===== src/hdl/gpc_pkg.sv =====
/*
  Shared constants and carrier types for the gigabit PHY-side clocking
  block: code-group widths, elastic buffer sizing, idle code and clock
  rates. Assumes a single internal reference clock at 100 MHz.
*/
package gpc_pkg;

  localparam int CODE_W          = 10;
  localparam int GMII_W          = 8;
  localparam int FIFO_DEPTH      = 16;
  localparam int NEAR_FULL_LEVEL = 12;
  localparam int REF_CLOCK_MHZ   = 100;
  localparam int LINK_CLOCK_MHZ  = 125;
  localparam int TBI_RX_CLOCK_KHZ = 62500;

  // The forwarded clock cannot run faster than half the reference, so the
  // divider bottoms out at one cycle per half period.
  localparam int TX_HALF_CYCLES =
    (REF_CLOCK_MHZ >= 2 * LINK_CLOCK_MHZ) ?
    REF_CLOCK_MHZ / (2 * LINK_CLOCK_MHZ) : 1;

  // Comma-bearing idle code group, negative running disparity.
  localparam logic [CODE_W-1:0] IDLE_CODE = 10'h0FA;

  typedef struct packed {
    logic              lane;
    logic [CODE_W-1:0] code;
  } gpc_word_t;

endpackage


===== src/hdl/gpc_phy_clocking.sv =====
/*
  PHY-side clocking of a gigabit MAC: forwarded transmit clock and data,
  sampling of the two receive link clocks, capture of code groups and the
  receive elastic buffer onto the reference domain.
  Assumes i_clock is the buffered reference, and that the link clocks and
  data arrive asynchronously and far slower than i_clock.
*/
// How it works
// - Transmit logic runs on the 100 MHz reference clock in either mode.
// - Forwarded transmit clock is the inverted internal transmit clock.
// - Internal transmit clock is shown to the client as a tick output.
// - Byte-wide mode receives only on the PHY receive clock edges.
// - Ten-bit mode captures groups alternately on both receive clocks.
// - Captured groups pass an elastic buffer read on the reference clock.
// - Coding sublayer configuration such as loopback steers the datapath.
// - The reference clock domain, the only one, has a single reset circuit with sync release.
`timescale 1ns/1ps
`default_nettype none

module gpc_fifo #(
  parameter int WIDTH = 11,
  parameter int DEPTH = 16
) (
  input  wire logic                     i_clock,
  input  wire logic                     i_rst_n,
  input  wire logic                     i_valid,
  output logic                          o_ready,
  input  wire logic [WIDTH-1:0]         i_data,
  output logic                          o_valid,
  input  wire logic                     i_ready,
  output logic [WIDTH-1:0]              o_data,
  output logic [$clog2(DEPTH+1)-1:0]    o_level
);
  localparam int PW = $clog2(DEPTH);
  localparam int CW = $clog2(DEPTH + 1);

  typedef struct packed {
    logic [DEPTH-1:0][WIDTH-1:0] mem;
    logic [PW-1:0]               wr_ptr;
    logic [PW-1:0]               rd_ptr;
    logic [CW-1:0]               count;
  } gpc_fifo_state_t;

  gpc_fifo_state_t s_reg;
  gpc_fifo_state_t s_next;
  logic            push;
  logic            pop;

  assign o_ready = (s_reg.count != CW'(DEPTH));
  assign o_valid = (s_reg.count != '0);
  assign o_data  = s_reg.mem[s_reg.rd_ptr];
  assign o_level = s_reg.count;
  assign push    = i_valid & o_ready;
  assign pop     = o_valid & i_ready;

  always_comb begin
    s_next = s_reg;
    if (push) begin
      s_next.mem[s_reg.wr_ptr] = i_data;
      s_next.wr_ptr = (s_reg.wr_ptr == PW'(DEPTH - 1)) ? '0 :
                      s_reg.wr_ptr + 1'b1;
    end
    if (pop) begin
      s_next.rd_ptr = (s_reg.rd_ptr == PW'(DEPTH - 1)) ? '0 :
                      s_reg.rd_ptr + 1'b1;
    end
    if (push && !pop) begin
      s_next.count = s_reg.count + 1'b1;
    end else if (pop && !push) begin
      s_next.count = s_reg.count - 1'b1;
    end
  end

  always_ff @(posedge i_clock or negedge i_rst_n) begin
    if (!i_rst_n) begin
      s_reg <= '0;
    end else begin
      s_reg <= s_next;
    end
  end
endmodule

////////////////////////////////////////////////////////////////////////////

module gpc_phy_clocking
  import gpc_pkg::*;
#(
  parameter int DEPTH = FIFO_DEPTH
) (
  input  wire logic                        i_clock,
  input  wire logic                        i_arst_n,
  input  wire logic                        i_tbi_mode,
  input  wire logic                        i_loopback,
  input  wire logic                        i_rx_link_clk0,
  input  wire logic                        i_rx_link_clk1,
  input  wire logic [gpc_pkg::CODE_W-1:0]  i_rx_link_data,
  input  wire logic [gpc_pkg::CODE_W-1:0]  i_tx_code,
  output logic                             o_tx_tick,
  output logic                             o_tx_link_clk,
  output logic [gpc_pkg::CODE_W-1:0]       o_tx_link_data,
  output gpc_pkg::gpc_word_t               o_rx_word,
  output logic                             o_rx_valid,
  input  wire logic                        i_rx_ready,
  output logic                             o_rx_overflow,
  output logic                             o_rx_idle_dropped,
  output logic                             o_rx_idle_inserted
);
  import gpc_pkg::*;

  localparam int HW = $clog2(TX_HALF_CYCLES + 1);
  localparam int LW = $clog2(DEPTH + 1);
  localparam int TX_PERIOD = 2 * TX_HALF_CYCLES;

  typedef struct packed {
    logic [1:0]        clk_s1;
    logic [1:0]        clk_s2;
    logic [1:0]        clk_s3;
    logic [CODE_W-1:0] dat_s1;
    logic [CODE_W-1:0] dat_s2;
    logic [HW-1:0]     div_cnt;
    logic              phase;
    logic              fwd_clk;
    logic              tick;
    logic [CODE_W-1:0] tx_data;
    logic              wr_last_idle;
    logic              rd_last_idle;
    logic              overflow;
    logic              dropped;
    logic              inserted;
  } gpc_state_t;

  gpc_state_t s_reg;
  gpc_state_t s_next;
  logic [1:0] rst_chain_reg;
  logic       rst_n;
  logic [1:0] rise;
  gpc_word_t  wr_word;
  logic       wr_valid;
  logic       wr_idle;
  logic       drop;
  logic       push;
  logic       f_ready;
  logic       f_valid;
  gpc_word_t  f_word;
  logic [LW-1:0] f_level;
  logic       insert;

  ////////////////////////////////////////////////////////////////////////
  // Assertion is asynchronous; release waits two edges so every flop of
  // the domain leaves reset on the same edge.
  always_ff @(posedge i_clock or negedge i_arst_n) begin
    if (!i_arst_n) begin
      rst_chain_reg <= 2'h0;
    end else begin
      rst_chain_reg <= {rst_chain_reg[0], 1'b1};
    end
  end
  assign rst_n = rst_chain_reg[1];

  ////////////////////////////////////////////////////////////////////////
  always_comb begin
    s_next        = s_reg;
    s_next.clk_s1 = {i_rx_link_clk1, i_rx_link_clk0};
    s_next.clk_s2 = s_reg.clk_s1;
    s_next.clk_s3 = s_reg.clk_s2;
    s_next.dat_s1 = i_rx_link_data;
    s_next.dat_s2 = s_reg.dat_s1;
    s_next.tick   = 1'b0;
    // Transmit side lives wholly on the reference clock.
    if (s_reg.div_cnt == HW'(TX_HALF_CYCLES - 1)) begin
      s_next.div_cnt = '0;
      s_next.phase   = ~s_reg.phase;
      if (!s_reg.phase) begin
        s_next.tick    = 1'b1;
        s_next.tx_data = i_tx_code;
      end
    end else begin
      s_next.div_cnt = s_reg.div_cnt + 1'b1;
    end
    // Data changes on the forwarded falling edge, centred for the PHY.
    s_next.fwd_clk = ~s_next.phase;

    rise     = s_reg.clk_s2 & ~s_reg.clk_s3;
    wr_word  = '0;
    wr_valid = 1'b0;
    if (i_loopback) begin
      wr_valid     = s_reg.tick;
      wr_word.code = s_reg.tx_data;
    end else if (i_tbi_mode) begin
      wr_valid     = |rise;
      wr_word.lane = rise[1] & ~rise[0];
      wr_word.code = s_reg.dat_s2;
    end else begin
      wr_valid     = rise[0];
      wr_word.code = {{(CODE_W - GMII_W){1'b0}}, s_reg.dat_s2[GMII_W-1:0]};
    end

    // Only a second idle in a row is deleted, so frames stay intact.
    wr_idle = (wr_word.code == IDLE_CODE);
    drop    = wr_valid && wr_idle && s_reg.wr_last_idle &&
              (f_level >= LW'(NEAR_FULL_LEVEL));
    push    = wr_valid && !drop;
    if (wr_valid) begin
      s_next.wr_last_idle = wr_idle;
    end
    s_next.overflow = push && !f_ready;
    s_next.dropped  = drop;

    // An empty buffer after an idle repeats the idle rather than stall.
    insert = !f_valid && s_reg.rd_last_idle;
    if (f_valid) begin
      o_rx_word = f_word;
    end else begin
      o_rx_word      = '0;
      o_rx_word.code = IDLE_CODE;
    end
    o_rx_valid = f_valid || insert;
    if (o_rx_valid && i_rx_ready) begin
      s_next.rd_last_idle = (o_rx_word.code == IDLE_CODE);
    end
    s_next.inserted = insert && i_rx_ready;
  end

  always_ff @(posedge i_clock or negedge rst_n) begin
    if (!rst_n) begin
      s_reg <= '0;
    end else begin
      s_reg <= s_next;
    end
  end

  gpc_fifo #(
    .WIDTH ($bits(gpc_word_t)),
    .DEPTH (DEPTH)
  ) u_elastic (
    .i_clock (i_clock),
    .i_rst_n (rst_n),
    .i_valid (push),
    .o_ready (f_ready),
    .i_data  (wr_word),
    .o_valid (f_valid),
    .i_ready (i_rx_ready),
    .o_data  (f_word),
    .o_level (f_level)
  );

  assign o_tx_tick          = s_reg.tick;
  assign o_tx_link_clk      = s_reg.fwd_clk;
  assign o_tx_link_data     = s_reg.tx_data;
  assign o_rx_overflow      = s_reg.overflow;
  assign o_rx_idle_dropped  = s_reg.dropped;
  assign o_rx_idle_inserted = s_reg.inserted;
endmodule

`default_nettype wire


===== config.mk =====
export PLATFORM = sky130hd
export DESIGN_NAME = gpc_phy_clocking
export DESIGN_NICKNAME = d
export VERILOG_FILES = /design/src/hdl/gpc_pkg.sv /design/src/hdl/gpc_phy_clocking.sv
export SDC_FILE = /design/constraint.sdc
export NUM_CORES = 1
export LEC_CHECK = 0
export ABC_CLOCK_PERIOD_IN_PS = 7800
export BUFFER_PORTS_ARGS = -buffer_cell sky130_fd_sc_hd__buf_2
export CAP_MARGIN = 20
export CORE_MARGIN = 2
export CORE_UTILIZATION = 45
export CTS_BUF_LIST = sky130_fd_sc_hd__clkbuf_16
export CTS_CLUSTER_SIZE = 16
export DETAILED_ROUTE_END_ITERATION = 16
export HOLD_SLACK_MARGIN = 0.05
export PLACE_DENSITY = 0.64
export SLEW_MARGIN = 25
export SYNTH_ARGS = -nofsm -noshare
export SYNTH_HDL_FRONTEND = slang
export SYNTH_SLANG_ARGS = --single-unit

===== constraint.sdc =====
create_clock -name i_clock -period 7.8 [get_ports i_clock]
set_input_delay 0.78 -clock i_clock [delete_from_list [all_inputs] [get_ports i_clock]]
set_output_delay 0.78 -clock i_clock [all_outputs]
set_load 0.005 [all_outputs]

# Yosys cells after proc, flatten, opt, wreduce, memory -nomap -nowiden
# Index checks and enable logic that the tools add are counted.
dict set report word_totals {
  mem_bits_ro 0
  latch_bits 0
  out_inout_bits 27
  ram_bits 0
  mem_count 0
  regBits 236
}
dict set report op_classes {
  n_addsub 5
  bitwise 9
  muxes 20
  magnitude_cmp 4
  eq_ne 5
  div 0
  shift 0
  n_reduce_logical 21
  multipliers 0
}
# operator n
set ops {}
lappend ops {{176-bit bitwise mux} 1}
lappend ops {{11-bit two-way mux} 5}
lappend ops {{11-bit binary-select mux with 4-bit select} 1}
lappend ops {{11-bit demux with 4-bit select} 1}
lappend ops {{10-bit by 8-bit equality test with 1-bit output, second input constant} 2}
lappend ops {{10-bit two-way mux} 2}
lappend ops {{1-bit logical AND} 11}
lappend ops {{4-bit by 5-bit < comparator with 1-bit output, second input constant} 2}
lappend ops {{5-bit two-way mux} 2}
lappend ops {{4-bit by 1-bit adder with 4-bit output, second input constant} 2}
lappend ops {{4-bit equality test, second input constant} 2}
lappend ops {{4-bit two-way mux} 2}
lappend ops {{1-bit two-way mux} 6}
lappend ops {{5-bit by 1-bit adder with 5-bit output, second input constant} 1}
lappend ops {{5-bit by 4-bit >= comparator with 1-bit output, second input constant} 1}
lappend ops {{1-bit zero test} 5}
lappend ops {{5-bit inequality test, second input constant} 1}
lappend ops {{5-bit nonzero test} 1}
lappend ops {{5-bit by 1-bit subtractor with 5-bit output, second input constant} 1}
lappend ops {{4-bit by 1-bit >= comparator with 1-bit output, second input constant} 1}
lappend ops {{1-bit NOT} 4}
lappend ops {{1-bit AND} 3}
lappend ops {{2-bit AND} 1}
lappend ops {{2-bit NOT} 1}
lappend ops {{other kinds (5)} 5}

# Logic depth before layout (Yosys ltp)
dict set report logic_depth {
  ltp_word 15
  depth_mapped 14
}

# Hierarchy
# A second synthesis with hierarchy kept.
dict set report hier_totals {
  hier_cells 727
  hier_area_um2 11228.3
}
# mod area_per_inst_um2 instances cells_each
set modules_own_cells {}
lappend modules_own_cells {gpc_fifo 9497.9 1 597}
lappend modules_own_cells {gpc_phy_clocking 1730.4 1 130}

# Worst setup path before layout
# Ideal clock, no wire load.
dict set report synth_timing {
  path_type {input -> register}
  from {in i_loopback}
  to {reg u_elastic.s_reg, in the netlist u_elastic.o_level[4]}
  stages 14
  setup_time_ps 123
  setup_slack_ps 4495
  n_path_buf 2
  arrival_ps 3183
  path_cell_list {or3b_4 nor4b_4 o211ai_2 and3b_1 buf_6 buf_6 ha_1 inv_1 ha_1 a21o_1 a21oi_1 xnor2_1 nor2_1 xnor2_1}
}
dict set report synth_via {
  elab_chain_len 11
  word_cells_on_any_way 14
  classes_between {1 x eq/ne; 3 x mux; 1 x bitwise; 9 x reduce/logical}
}
# item line
set synth_lines {}
lappend synth_lines {{start, declared} gpc_phy_clocking.sv:93} ;# input wire logic i_loopback,
lappend synth_lines {{10-bit two-way mux} gpc_phy_clocking.sv:186} ;# if (i_loopback) begin
lappend synth_lines {{10-bit by 8-bit equality test with 1-bit output} gpc_phy_clocking.sv:199} ;# wr_idle = (wr_word.code == IDLE_CODE);
lappend synth_lines {{1-bit logical AND (3 in series)} gpc_phy_clocking.sv:200} ;# drop = wr_valid && wr_idle && s_reg.wr_last_idle &&
lappend synth_lines {{1-bit zero test} gpc_phy_clocking.sv:202} ;# push = wr_valid && !drop;
lappend synth_lines {{1-bit logical AND (*)} gpc_phy_clocking.sv:202}
lappend synth_lines {{1-bit AND (*)} gpc_phy_clocking.sv:53} ;# assign push = i_valid & o_ready;
lappend synth_lines {{net u_elastic.push} gpc_phy_clocking.sv:46} ;# logic push;
lappend synth_lines {{1-bit zero test} gpc_phy_clocking.sv:69} ;# end else if (pop && !push) begin
lappend synth_lines {{1-bit logical AND} gpc_phy_clocking.sv:69}
lappend synth_lines {{2-bit nonzero test (no line)} -}
lappend synth_lines {{end signal, assigned} gpc_phy_clocking.sv:78} ;# s_reg <= s_next;
lappend synth_lines {{end, declared} gpc_phy_clocking.sv:44} ;# gpc_fifo_state_t s_reg;
# Mark *: on every way through the listed nets, which the timed path passes. The rest lies on a longest branch.
# A chain may end at the register's enable or synchronous reset.

==> key figures <==
Run status
  – Outcome: complete, no violations

Timing
  – Final Hold Fails: 0
  – Clk_skew: about 0.0095 ns
  – Final worst slack: between 3 and 4 ns
  – F_max: between 200 and 300 MHz
  – RSZ-0062 raised after global routing: false
  – Worst-margin pin slew: between 1 and 1.5 ns
  – Final period util: 0.512
  – Final setup fails: 0
  – Pins Over Slew Limit: 0
  – Setup TNS: 0 ns
  – Slew Limit Headroom: 0.283
  – Minimum clock period: between 3 and 4 ns

Critical path
  – Critical Path Sink Type: primary output
  – Crit path max fanout: just over 60
  – Critical path class: reg -> out
  – CP Data Required Time: 7.02 ns
  – Worst EP arrival: 3.21 ns
  – Critical path launch point type: register

Synth
  – Sequential fraction of the synthesis area: 0.513
  – Synth async-reset ratio: 1.00
  – Synthesized instance count: roughly 740
  – Synth Flop Type: dfrtp_1
  – Library cells used by synthesis: 64
  – Post-synthesis cell area: around 11000 um2
  – Post-synth EDFFs: 0
  – Synthesized area per cell: about 16 um2
  – Yosys warning count: 0
  – Seq cells post-synth: between 200 and 250
  – Syn_nets: between 700 and 800

Floorplan
  – Initial Util: 0.456
  – Die X: around 160 um
  – Die span in y: ~160 um
  – DIE AREA: roughly 27000 um2
  – Core box area: approximately 25000 um2
  – I/O Pins: 54
  – Num rows: 58

Route
  – Vias: just over 6000
  – Iter 0 DRT Violations: 359
  – Vias per std cell: around 5.6
  – 1st-pass router iterations: 5
  – Detail Route Antenna Nets: 0
  – DR WL/cell: roughly 23 um
  – Post-Route WL: 25000 um
  – DRC: 0

Place
  – Number of I/O port buffers: 53
  – Gpl congestion: 0.800
  – Setup WS pre-CTS: about 4 ns
  – Detail Placement HPWL: ~16000 um

Finish
  – Max FFs per register: between 150 and 200
  – Fill count: around 2100
  – Area Growth Syn to Fin: 8.70%
  – Share of cells above drive strength 1: 0.398
  – N_diodes: 0
  – NumNets Final: about 800

Clocking
  – CTS sink count: ~230
  – Clock Latency Late Sink: about 0.52 ns
  – Max H-tree Level: 1
  – Clock transition at path regs: 0.06 ns
  – Post-CTS setup buffers: 0
  – CTS tree: built
  – Inserted Clock Buffers: 25
  – Root buf cell: clkbuf_16
  – CTS max path bufs: 3

Power and ir drop
  – Sequential Power Share: 0.404
  – Pleak: approximately 6.0 nW
  – Clock power frac: 0.233
  – Pwr dens: about 390 nW/um2
  – Int Pwr: about 3.2 mW
  – Logic pwr share: 0.362
  – Sw Pwr: 1.55 mW
  – Sw Ratio: 0.324
  – Maximum vdd drop: approximately 0.00017 V

Global routing
  – GRT Total Usage: 0.193
  – Vias in the first global route: 6756
  – First-pass GRT wire length: ~40000 um
  – Initial antenna violation count: 0
  – Largest net degree at the start of global routing: around 180
  – GR Overflow Total: 0

Job
  – # Max-Cap Violations: 0

Hold path
  – HP Class: reg -> reg
## worst max-delay path: stages, from the launching register on
cell     delay (ns)
dfrtp_4        0.49
buf_4          0.79
mux4_2         0.43
mux4_2         0.48
nor2_1         0.20
inv_1          0.06
buf_2          0.12
## routing by layer
layer	wire length (um)	GRT usage
met1	11300	0.270
met3	1140	0.0322
met5	0	0
met4	634	0.0519
met2	11900	0.313
## worst paths after layout
kind	startpoint	end	slack, ns	depth (start not counted)
setup reg to reg	u_elastic.o_level[1]	u_elastic.o_level[4]	4.54	12
hold / removal	s_next[41]	s_next[39]	0.35	0
min in group asynchronous	rst_chain_reg[1]	o_rx_overflow	0.37	0
max in group asynchronous	rst_chain_reg[1]	u_elastic.s_reg[6]	6.00	2
hold reg to reg	s_next[41]	s_next[39]	0.35	0
setup / recovery	u_elastic.s_reg[6]	o_rx_word[7]	3.81	6
## synthesized netlist by cell type (all sizes together) (2+ instances only)
| master | n | area share |
|---|---|---|
| dfrtp | 234 | 0.51 |
| mux2 | 197 | 0.23 |
| mux2i | 43 | 0.038 |
| buf | 42 | 0.042 |
| mux4 | 25 | 0.051 |
| nand2 | 19 | 0.0063 |
| clkbuf | 17 | 0.0056 |
| nand3 | 17 | 0.020 |
| a22oi | 16 | 0.011 |
| nor2 | 11 | 0.0043 |
| a21oi | 10 | 0.0044 |
| ha | 9 | 0.0099 |
| nor2b | 9 | 0.0049 |
| inv | 7 | 0.0023 |
| xnor2 | 7 | 0.0054 |
| o21ai | 6 | 0.0026 |
| and2 | 5 | 0.0027 |
| and3 | 5 | 0.0027 |
| a21o | 4 | 0.0026 |
| a22o | 4 | 0.0031 |
| nor3b | 4 | 0.0026 |
| nor4 | 4 | 0.0027 |
| a211oi | 2 | 0.0018 |
| a21boi | 2 | 0.0013 |
| a221o | 2 | 0.0018 |
| a31oi | 2 | 0.0011 |
| a32o | 2 | 0.0018 |
| a32oi | 2 | 0.0015 |
| and3b | 2 | 0.0015 |
| nand2b | 2 | 0.0011 |
| nand4 | 2 | 0.0011 |
| nand4b | 2 | 0.0015 |
| nor4b | 2 | 0.0029 |
| o211ai | 2 | 0.0018 |
| o21a | 2 | 0.0013 |
## power groups by stage
stage | combinational [mW] | sequential, mW | clock [mW]
finish | 1.73 | 1.93 | 1.12
global route | 1.87 | 1.99 | 1.19
CTS | 1.74 | 1.93 | 1.14
detailed placement | 1.73 | 1.94 | 0
global placement | 1.69 | 1.91 | 0
floorplan | 1.39 | 1.84 | 0
## layout by cell type, fill, tap and decap left out, drive strengths merged, types with 10 or more instances in the layout
cell type,count
a21oi,10
a22oi,16
buf,60
clkbuf,25
clkinv,11
dfrtp,234
inv,13
mux2,197
mux2i,43
mux4,25
nand2,19
nand3,17
nor2,11
## layout make-up
class,instances,area (um2),area share
well taps,330,413,0.0333
multi-input cells,435,4980,0.401
clock inverters,19,130,0.0105
repair buffers,61,360,0.0291
clock buffers,25,626,0.0505
flip-flops and latches,234,5860,0.473
inverters,7,26.3,0.00212
## through the flow
stage	power (mW)	hold slack, ns	cell area [um2]	utilization	cells
after floorplan	3.23	0.331	11400	-	735
after global placement	3.59	0.333	11600	0.463	1065
after detailed placement	3.68	0.336	11600	0.463	1065
after CTS	4.81	0.346	12400	0.494	1110
after global routing	5.04	0.351	12400	0.495	1111
final	4.79	0.347	12400	0.495	1111
## cells by family after synthesis
kind of cell / after synthesis / synth area share
AOI/OAI and AO/OA: 61 / 0.0395
buffers and inverters: 66 / 0.0501
adders and majority gates: 10 / 0.0116
DFF: 234 / 0.513
xor gates and xnor gates: 8 / 0.00614
other: 1 / 0.000329
muxes: 265 / 0.320
and+or+nand+nor: 90 / 0.0590
## timing repair
item | CTS | global route
gates resized for setup | 0 | 0
setup endpoints to repair | 0 | 0
hold endpoints to repair | 2 | 0
hold buffers | 1 | 0
Note: power is estimated with default switching activity, not from simulation.
